### src/ccpce_pkg.sv
// constants, types and helpers of the compare event trigger block
`default_nettype none

package ccpce_pkg;

   // ****************************************
   // bus and data widths
   // ****************************************
   localparam int ADDR_W = 4;
   localparam int DATA_W = 8;
   localparam int CNT_W = 16;
   localparam int MODE_W = 4;
   localparam int INT_W = 2;

   // ****************************************
   // register offsets
   // ****************************************
   localparam logic [ADDR_W-1:0] OFS_CTL = 4'h0;
   localparam logic [ADDR_W-1:0] OFS_CMP_LO = 4'h1;
   localparam logic [ADDR_W-1:0] OFS_CMP_HI = 4'h2;
   localparam logic [ADDR_W-1:0] OFS_CNT_LO = 4'h3;
   localparam logic [ADDR_W-1:0] OFS_CNT_HI = 4'h4;
   localparam logic [ADDR_W-1:0] OFS_TCTL = 4'h5;
   localparam logic [ADDR_W-1:0] OFS_ALT = 4'h6;
   localparam logic [ADDR_W-1:0] OFS_INT_STAT = 4'h7;
   localparam logic [ADDR_W-1:0] OFS_INT_MASK = 4'h8;
   localparam logic [ADDR_W-1:0] OFS_STATE = 4'h9;

   // ****************************************
   // field positions
   // ****************************************
   localparam int TCTL_ON_BIT = 0;
   localparam int ALT_SEL_BIT = 0;
   localparam int INT_MATCH_BIT = 0;
   localparam int INT_OVF_BIT = 1;
   localparam int ST_MATCH_BIT = 0;
   localparam int ST_LATCH_BIT = 1;
   localparam int ST_OWN_BIT = 2;

   // ****************************************
   // reset values and count limit
   // ****************************************
   localparam logic [CNT_W-1:0] CNT_RST = 16'h0000;
   localparam logic [CNT_W-1:0] CNT_MAX = 16'hffff;
   localparam logic [CNT_W-1:0] CMP_RST = 16'h0000;
   localparam logic [DATA_W-1:0] DATA_ZERO = 8'h00;
   localparam logic [INT_W-1:0] INT_ZERO = 2'h0;

   // ****************************************
   // compare modes
   // ****************************************
   typedef enum logic [MODE_W-1:0] {
      CCPCE_MODE_OFF = 4'b0000,
      CCPCE_MODE_TOGGLE = 4'b0010,
      CCPCE_MODE_SET = 4'b1000,
      CCPCE_MODE_CLEAR = 4'b1001,
      CCPCE_MODE_SWINT = 4'b1010,
      CCPCE_MODE_TRIG = 4'b1011
   } ccpce_mode_t;

   // true in the modes that own the output pin
   function automatic logic ccpce_pin_mode(input ccpce_mode_t m);
      return (m == CCPCE_MODE_TOGGLE) || (m == CCPCE_MODE_SET) || (m == CCPCE_MODE_CLEAR);
   endfunction : ccpce_pin_mode

endpackage : ccpce_pkg

`default_nettype wire

### src/ccpce_sync.sv
// three-stage synchroniser with agreement filter
`timescale 1ns/1ps
`default_nettype none

module ccpce_sync (
   input wire logic clk,
   input wire logic rst_n,
   input wire logic din,
   output logic dout
);

   logic s1_reg;
   logic s2_reg;
   logic s3_reg;

   // first stage feeds only the second
   always_ff @(posedge clk or negedge rst_n) begin
      if (!rst_n) begin
         s1_reg <= 1'b0;
         s2_reg <= 1'b0;
         s3_reg <= 1'b0;
      end else begin
         s1_reg <= din;
         s2_reg <= s1_reg;
         s3_reg <= s2_reg;
      end
   end

   // level moves only once stages two and three agree
   always_ff @(posedge clk or negedge rst_n) begin
      if (!rst_n) begin
         dout <= 1'b0;
      end else if (s2_reg == s3_reg) begin
         dout <= s3_reg;
      end
   end

endmodule : ccpce_sync

`default_nettype wire

### src/ccpce_irq.sv
// sticky interrupt status, mask and level interrupt
`timescale 1ns/1ps
`default_nettype none

module ccpce_irq (
   input wire logic clk,
   input wire logic rst_n,
   input wire logic [ccpce_pkg::INT_W-1:0] set,
   input wire logic clr_wr,
   input wire logic mask_wr,
   input wire logic [ccpce_pkg::INT_W-1:0] wdata,
   output logic [ccpce_pkg::INT_W-1:0] status,
   output logic [ccpce_pkg::INT_W-1:0] mask,
   output logic irq
);
   import ccpce_pkg::*;

   logic [INT_W-1:0] status_next;
   logic [INT_W-1:0] mask_next;

   // set wins over a write-one clear in the same cycle
   always_comb begin
      status_next = (status & ~(clr_wr ? wdata : INT_ZERO)) | set;
      mask_next = mask_wr ? wdata : mask;
   end

   always_ff @(posedge clk or negedge rst_n) begin
      if (!rst_n) begin
         status <= INT_ZERO;
         mask <= INT_ZERO;
         irq <= 1'b0;
      end else begin
         status <= status_next;
         mask <= mask_next;
         irq <= |(status_next & mask_next);
      end
   end

endmodule : ccpce_irq

`default_nettype wire

### src/ccpce_top.sv
// compare unit with timer, special event trigger and register port
`timescale 1ns/1ps
`default_nettype none

module ccpce_top (
   input wire logic ref_clk,
   input wire logic nrst,
   input wire logic [ccpce_pkg::ADDR_W-1:0] reg_addr,
   input wire logic [ccpce_pkg::DATA_W-1:0] reg_wdata,
   input wire logic reg_wr,
   input wire logic reg_rd,
   output logic [ccpce_pkg::DATA_W-1:0] reg_rdata,
   input wire logic timer_clk_pin,
   input wire logic adc_enable,
   output logic adc_start,
   output logic event_trigger,
   output logic timer_overflow,
   input wire logic port_a_out,
   input wire logic port_a_oe,
   input wire logic port_b_out,
   input wire logic port_b_oe,
   output logic pin_a_out,
   output logic pin_a_oe,
   output logic pin_b_out,
   output logic pin_b_oe,
   output logic irq
);
   import ccpce_pkg::*;

   // ****************************************
   // reset release
   // ****************************************
   logic [1:0] rst_sync_reg;
   logic rst_n;

   always_ff @(posedge ref_clk or negedge nrst) begin
      if (!nrst) begin
         rst_sync_reg <= 2'h0;
      end else begin
         rst_sync_reg <= {rst_sync_reg[0], 1'b1};
      end
   end

   assign rst_n = rst_sync_reg[1];

   // ****************************************
   // declarations
   // ****************************************
   ccpce_mode_t mode_reg;
   ccpce_mode_t mode_next;
   logic [CNT_W-1:0] cmp_reg;
   logic [CNT_W-1:0] cmp_next;
   logic [CNT_W-1:0] cnt_reg;
   logic [CNT_W-1:0] cnt_next;
   logic timer_on_reg;
   logic alt_sel_reg;
   logic match_reg;
   logic match_next;
   logic match_evt;
   logic ovf_set;
   logic latch_reg;
   logic latch_next;
   logic own_next;
   logic tclk_level;
   logic tclk_prev_reg;
   logic tick;
   logic wr_ctl;
   logic wr_cmp_lo;
   logic wr_cmp_hi;
   logic wr_cnt_lo;
   logic wr_cnt_hi;
   logic wr_tctl;
   logic wr_alt;
   logic wr_stat;
   logic wr_mask;
   logic [INT_W-1:0] int_set;
   logic [INT_W-1:0] int_status;
   logic [INT_W-1:0] int_mask;
   logic [DATA_W-1:0] rd_value;

   // ****************************************
   // register write decode
   // ****************************************
   always_comb begin
      wr_ctl = reg_wr && (reg_addr == OFS_CTL);
      wr_cmp_lo = reg_wr && (reg_addr == OFS_CMP_LO);
      wr_cmp_hi = reg_wr && (reg_addr == OFS_CMP_HI);
      wr_cnt_lo = reg_wr && (reg_addr == OFS_CNT_LO);
      wr_cnt_hi = reg_wr && (reg_addr == OFS_CNT_HI);
      wr_tctl = reg_wr && (reg_addr == OFS_TCTL);
      wr_alt = reg_wr && (reg_addr == OFS_ALT);
      wr_stat = reg_wr && (reg_addr == OFS_INT_STAT);
      wr_mask = reg_wr && (reg_addr == OFS_INT_MASK);
   end

   // ****************************************
   // timer clock edge
   // ****************************************
   // the timer clock is sampled, so it must run far below ref_clk
   ccpce_sync u_tclk_sync (
      .clk(ref_clk),
      .rst_n(rst_n),
      .din(timer_clk_pin),
      .dout(tclk_level)
   );

   always_ff @(posedge ref_clk or negedge rst_n) begin
      if (!rst_n) begin
         tclk_prev_reg <= 1'b0;
      end else begin
         tclk_prev_reg <= tclk_level;
      end
   end

   assign tick = tclk_level && !tclk_prev_reg;

   // ****************************************
   // control registers
   // ****************************************
   always_comb begin
      mode_next = mode_reg;
      if (wr_ctl) begin
         mode_next = ccpce_mode_t'(reg_wdata[MODE_W-1:0]);
      end
   end

   always_ff @(posedge ref_clk or negedge rst_n) begin
      if (!rst_n) begin
         mode_reg <= CCPCE_MODE_OFF;
      end else begin
         mode_reg <= mode_next;
      end
   end

   always_ff @(posedge ref_clk or negedge rst_n) begin
      if (!rst_n) begin
         timer_on_reg <= 1'b0;
      end else if (wr_tctl) begin
         timer_on_reg <= reg_wdata[TCTL_ON_BIT];
      end
   end

   always_ff @(posedge ref_clk or negedge rst_n) begin
      if (!rst_n) begin
         alt_sel_reg <= 1'b0;
      end else if (wr_alt) begin
         alt_sel_reg <= reg_wdata[ALT_SEL_BIT];
      end
   end

   // ****************************************
   // compare value
   // ****************************************
   always_comb begin
      cmp_next = cmp_reg;
      if (wr_cmp_lo) begin
         cmp_next[7:0] = reg_wdata;
      end
      if (wr_cmp_hi) begin
         cmp_next[15:8] = reg_wdata;
      end
   end

   always_ff @(posedge ref_clk or negedge rst_n) begin
      if (!rst_n) begin
         cmp_reg <= CMP_RST;
      end else begin
         cmp_reg <= cmp_next;
      end
   end

   // ****************************************
   // timer counter
   // ****************************************
   // match_reg is the live equality, so a rewritten compare value
   // seen at the timer edge decides whether the reset still happens
   always_comb begin
      cnt_next = cnt_reg;
      ovf_set = 1'b0;
      if (tick && timer_on_reg) begin
         if ((mode_reg == CCPCE_MODE_TRIG) && match_reg) begin
            cnt_next = CNT_RST;
         end else begin
            cnt_next = cnt_reg + 16'h0001;
            ovf_set = (cnt_reg == CNT_MAX);
         end
      end
      if (wr_cnt_lo) begin
         cnt_next[7:0] = reg_wdata;
      end
      if (wr_cnt_hi) begin
         cnt_next[15:8] = reg_wdata;
      end
   end

   always_ff @(posedge ref_clk or negedge rst_n) begin
      if (!rst_n) begin
         cnt_reg <= CNT_RST;
      end else begin
         cnt_reg <= cnt_next;
      end
   end

   // ****************************************
   // match detection
   // ****************************************
   // equality is judged on next values so the flopped outputs
   // line up with the cycle in which the count equals the compare
   always_comb begin
      match_next = (cnt_next == cmp_next);
      match_evt = match_next && !match_reg;
   end

   // reset values are equal, so the flag starts high and no event fires
   always_ff @(posedge ref_clk or negedge rst_n) begin
      if (!rst_n) begin
         match_reg <= 1'b1;
      end else begin
         match_reg <= match_next;
      end
   end

   // ****************************************
   // compare output latch
   // ****************************************
   always_comb begin
      latch_next = latch_reg;
      if (match_evt) begin
         unique case (mode_next)
            CCPCE_MODE_TOGGLE: begin
               latch_next = !latch_reg;
            end
            CCPCE_MODE_SET: begin
               latch_next = 1'b1;
            end
            CCPCE_MODE_CLEAR: begin
               latch_next = 1'b0;
            end
            CCPCE_MODE_OFF, CCPCE_MODE_SWINT, CCPCE_MODE_TRIG: begin
               latch_next = latch_reg;
            end
            default: begin
               latch_next = latch_reg;
            end
         endcase
      end
      if (wr_ctl && (reg_wdata == DATA_ZERO)) begin
         latch_next = 1'b0;
      end
   end

   always_ff @(posedge ref_clk or negedge rst_n) begin
      if (!rst_n) begin
         latch_reg <= 1'b0;
      end else begin
         latch_reg <= latch_next;
      end
   end

   // ****************************************
   // special event trigger and adc start
   // ****************************************
   always_ff @(posedge ref_clk or negedge rst_n) begin
      if (!rst_n) begin
         event_trigger <= 1'b0;
         adc_start <= 1'b0;
      end else begin
         event_trigger <= match_evt && (mode_next == CCPCE_MODE_TRIG);
         adc_start <= match_evt && (mode_next == CCPCE_MODE_TRIG) && adc_enable;
      end
   end

   always_ff @(posedge ref_clk or negedge rst_n) begin
      if (!rst_n) begin
         timer_overflow <= 1'b0;
      end else begin
         timer_overflow <= ovf_set;
      end
   end

   // ****************************************
   // interrupts
   // ****************************************
   always_comb begin
      int_set = INT_ZERO;
      int_set[INT_MATCH_BIT] = match_evt && (mode_next != CCPCE_MODE_OFF);
      int_set[INT_OVF_BIT] = ovf_set;
   end

   ccpce_irq u_irq (
      .clk(ref_clk),
      .rst_n(rst_n),
      .set(int_set),
      .clr_wr(wr_stat),
      .mask_wr(wr_mask),
      .wdata(reg_wdata[INT_W-1:0]),
      .status(int_status),
      .mask(int_mask),
      .irq(irq)
   );

   // ****************************************
   // pin routing
   // ****************************************
   // direction stays with port logic; software must enable the driver
   assign own_next = ccpce_pin_mode(mode_next);

   always_ff @(posedge ref_clk or negedge rst_n) begin
      if (!rst_n) begin
         pin_a_out <= 1'b0;
         pin_a_oe <= 1'b0;
         pin_b_out <= 1'b0;
         pin_b_oe <= 1'b0;
      end else begin
         pin_a_oe <= port_a_oe;
         pin_b_oe <= port_b_oe;
         if (own_next && !alt_sel_reg) begin
            pin_a_out <= latch_next;
         end else begin
            pin_a_out <= port_a_out;
         end
         if (own_next && alt_sel_reg) begin
            pin_b_out <= latch_next;
         end else begin
            pin_b_out <= port_b_out;
         end
      end
   end

   // ****************************************
   // register read
   // ****************************************
   always_comb begin
      rd_value = DATA_ZERO;
      unique case (reg_addr)
         OFS_CTL: begin
            rd_value[MODE_W-1:0] = mode_reg;
         end
         OFS_CMP_LO: begin
            rd_value = cmp_reg[7:0];
         end
         OFS_CMP_HI: begin
            rd_value = cmp_reg[15:8];
         end
         OFS_CNT_LO: begin
            rd_value = cnt_reg[7:0];
         end
         OFS_CNT_HI: begin
            rd_value = cnt_reg[15:8];
         end
         OFS_TCTL: begin
            rd_value[TCTL_ON_BIT] = timer_on_reg;
         end
         OFS_ALT: begin
            rd_value[ALT_SEL_BIT] = alt_sel_reg;
         end
         OFS_INT_STAT: begin
            rd_value[INT_W-1:0] = int_status;
         end
         OFS_INT_MASK: begin
            rd_value[INT_W-1:0] = int_mask;
         end
         OFS_STATE: begin
            rd_value[ST_MATCH_BIT] = match_reg;
            rd_value[ST_LATCH_BIT] = latch_reg;
            rd_value[ST_OWN_BIT] = ccpce_pin_mode(mode_reg);
         end
         default: begin
            rd_value = DATA_ZERO;
         end
      endcase
   end

   // read data stand for one cycle only, zero otherwise
   always_ff @(posedge ref_clk or negedge rst_n) begin
      if (!rst_n) begin
         reg_rdata <= DATA_ZERO;
      end else if (reg_rd) begin
         reg_rdata <= rd_value;
      end else begin
         reg_rdata <= DATA_ZERO;
      end
   end

endmodule : ccpce_top

`default_nettype wire

### config.mk
export PLATFORM = sky130hd
export DESIGN_NAME = ccpce_top
export DESIGN_NICKNAME = d
export VERILOG_FILES = /design/src/ccpce_pkg.sv /design/src/ccpce_sync.sv /design/src/ccpce_irq.sv /design/src/ccpce_top.sv
export SDC_FILE = /design/constraint.sdc
export NUM_CORES = 1
export LEC_CHECK = 0
export BUFFER_PORTS_ARGS = -buffer_cell sky130_fd_sc_hd__buf_2
export CAP_MARGIN = 10
export CORE_MARGIN = 3
export CORE_UTILIZATION = 50
export DETAILED_ROUTE_END_ITERATION = 7
export GPL_TIMING_DRIVEN = 0
export HOLD_SLACK_MARGIN = 0.06
export PLACE_DENSITY = 0.66
export RECOVER_POWER = 50
export REMOVE_ABC_BUFFERS = 1
export SYNTH_ARGS = -nofsm -noshare
export SYNTH_HDL_FRONTEND = slang
export SYNTH_SLANG_ARGS = --single-unit
### constraint.sdc
create_clock -name ref_clk -period 3.6 [get_ports ref_clk]
set_input_delay 0.36 -clock ref_clk [delete_from_list [all_inputs] [get_ports ref_clk]]
set_output_delay 0.36 -clock ref_clk [all_outputs]
set_load 0.005 [all_outputs]
==> flow_metrics.env <==
export IMPL_netlist_area_sq_um=3810
export IMPL_initial_core_util_pct=52.0
export IMPL_slew_viol_final=66
export IMPL_setup_violations=0
export IMPL_fillerInstances=636
export IMPL_path_clk_slew_ns=0.07
export IMPL_powerDensity_nw_per_um2=566
export IMPL_rr_endpoint="pin_a_out"
export IMPL_final_nets=450
export IMPL_critPathKind="input port to register"
export IMPL_grt_pass1_wl_mm=16.6
export IMPL_end_kind="register"
export IMPL_crit_arrival_ns=3.65
export IMPL_cap_violations=1
export IMPL_ir_worst_vdd_uv=226
export IMPL_synth_cell_types=66
export IMPL_leakage_nw=1.91
export IMPL_min_period_ns=3.42
export IMPL_die_area_sq_um=8700
export IMPL_fin_worst_skew_ns=0.0124
export IMPL_post_route_period_util_pct=95.0
export IMPL_row_count=31
export IMPL_reg2reg_slack_ns=0.23
export IMPL_die_h_um=93.3
export IMPL_postSynth_asyncResetShare_pct=100
export IMPL_synthTopCellsByCount="dfrtp_1, nand2_1, nor2_1, mux2_2, nand3_1"
export IMPL_finalWirelength_mm=10.5
export IMPL_synth_top_area_share_pct=43.3
export IMPL_fin_area_sq_um=4340
export IMPL_routedWlPerCell_um=19.7
export IMPL_rsz0062_at_grt="false"
export IMPL_htreeDepth=3
export IMPL_drt_iter0_drc=370
export IMPL_synth_area_leader_cell="dfrtp_1"
export IMPL_max_slew_margin_rel_pct=-70.8
export IMPL_hold_viol_final=0
export IMPL_cts_sinks=67
export IMPL_hpwl_mm=7.28
export IMPL_whs_endpoint="pin_a_oe"
export IMPL_clockBufferDepth=2
export IMPL_core_area_sq_um=7330
export IMPL_synth_cells=394
export IMPL_place_congestion=0.930
export IMPL_status="finished, violations left"
export IMPL_io_pins=38
export IMPL_antenna_found_initial=0
export IMPL_fin_util_pct=59.2
export IMPL_r2r_start="match_reg"
export IMPL_final_cells=531
export IMPL_io_buffers=37
export IMPL_synth_seq_cells=67
export IMPL_violations="capacitance limit, slew limit"
export IMPL_grt_max_degree=66
export IMPL_whs_path_depth=1
export IMPL_fmax_mhz=292
export IMPL_cts_buffers=9
export IMPL_crit_fanout=25
export IMPL_synth_avg_cell_area_sq_um=9.67
export IMPL_drcViolationCount=0
export IMPL_synth_main_ff_cell="dfrtp_1"
export IMPL_post_route_cells_drive_above_1_share_pct=21.3
export IMPL_worst_pin_slew_ns=2.56
export IMPL_finalPower_w=0.00245
export IMPL_yosysWarnings=0
export IMPL_clk_latency_ns=0.35
export IMPL_hp_class="input port to register"
export IMPL_gr_total_overflow=0
export IMPL_groute_usage_overall_pct=25.1
export IMPL_root_buffer="clkbuf_8"
export IMPL_cts_tree="done"
export IMPL_synth_most_common_cell="dfrtp_1"
export IMPL_min_from="port_a_oe"
export IMPL_die_width_um=93.3
export IMPL_synth_edf_count=0
export IMPL_dpl_cell_area_sq_um=4040
export IMPL_routed_via_density=6.30
export IMPL_grt_pass1_vias=3110
export IMPL_vias=3347
export IMPL_crit_required_ns=3.83
export IMPL_start_kind="input port"
export IMPL_antenna_cells=0
export IMPL_reg2regPathDepth=10
export IMPL_synth_seq_area_share_pct=44.0
export IMPL_area_growth_pct=13.9
export IMPL_synth_area_top_cells="dfrtp_1, mux2_2, nand2_1, xnor2_1, nor2_1"
export IMPL_first_pass_iters=5
export IMPL_place_inst=511
export IMPL_ant_nets=0
## how the worst max path moves through the flow
stage | from | end | slack (ns) | cells after the start
after global routing | cnt_reg[0] | pin_a_out | 0.0008 | 11
after global placement | reg_addr[0] | pin_a_out | -0.53 | 11
after CTS | reg_addr[2] | pin_a_out | 0.005 | 11
after detailed placement | reg_addr[0] | pin_a_out | -0.53 | 11
after floorplan | reg_addr[3] | pin_a_out | 0.70 | 10
final | reg_addr[2] | pin_a_out | 0.18 | 11
## cells by family (layout without fill, tap and decap cells)
| group | Yosys count | count (layout) | synth area share (%) |
|---|---|---|---|
| adders and majority gates | 2 | 2 | 0.591 |
| and+or+nand+nor | 154 | 154 | 21.8 |
| AOI/OAI and AO/OA | 88 | 88 | 16.3 |
| muxes | 31 | 31 | 9.52 |
| DFF | 67 | 67 | 44.0 |
| other | 1 | 1 | 0.0984 |
| xor gates and xnor gates | 17 | 17 | 3.91 |
| buffers and inverters | 34 | 72 | 3.71 |
## routing by layer
metal	global-route usage, %	up-vias	routed length (um)
met5	0	-	0
met4	9.28	0	263
met3	6.84	22	921
met2	37.2	166	4830
met1	35.2	1635	4450
li1	-	1524	-
## cell usage in the layout (no fill, tap or decap), types with 5 or more instances in the layout
cell type	Yosys	routed
nand2_1	36	36
a31oi_1	13	13
a21oi_1	8	8
a21o_1	6	6
nand3_1	17	17
a22oi_1	7	7
inv_1	15	15
nor2_1	27	26
mux2i_1	10	9
nor3_1	11	10
nor4_1	10	9
dfrtp_1	66	66
buf_2	5	36
o21ai_0	16	16
nor2b_1	6	5
nand4_1	11	11
o31ai_1	6	6
xnor2_1	14	14
clkbuf_8	0	10
mux2_2	18	18
## metrics by stage
step                      hold WS [ns]  setup TNS, ns  setup WS (ns)
after floorplan                 0.0644              0          0.703
after global placement           0.144          -2.74         -0.526
after detailed placement         0.147          -2.63         -0.526
after CTS                        0.118              0        0.00470
after global routing             0.114              0       0.000797
final                            0.124              0          0.179
## power by group
| part | switching (W) | internal, W |
|---|---|---|
| Sequential | 0.000176 | 0.000882 |
| Clock | 0.000281 | 0.000477 |
| Combinational | 0.000348 | 0.000289 |
## layout make-up
cell class / instances / area [sq um] / share of cell area, %
clock buffer: 11 / 141 / 3.26
clock inverter: 5 / 100 / 2.31
sequential: 67 / 1680 / 38.7
multi-input combinational: 293 / 2020 / 46.6
tap: 99 / 124 / 2.86
timing repair buffer: 41 / 216 / 4.99
inverter: 15 / 56.3 / 1.30
## worst max-delay path, stage by stage
cell and delay, ns:
buf_2 0.26, or3b_1 0.55, or2_2 0.54, mux2_4 0.38, o311ai_2 0.08, o211ai_2 0.15
nor4_2 0.30, nand4_1 0.27, nor3_2 0.29, mux2i_2 0.32, o31ai_1 0.12
## repair_timing
action / 4_1_cts / 5_1_grt
hold buffers: 1 / 0
endpoints found under the setup margin: 4 / 6
setup buffers: 0 / 3
endpoints found under the hold margin: 2 / 0
resized for setup: 2 / 6
pin swaps: 0 / 1
gates cloned: 0 / 0
Note: power is estimated with default switching activity, not from simulation.
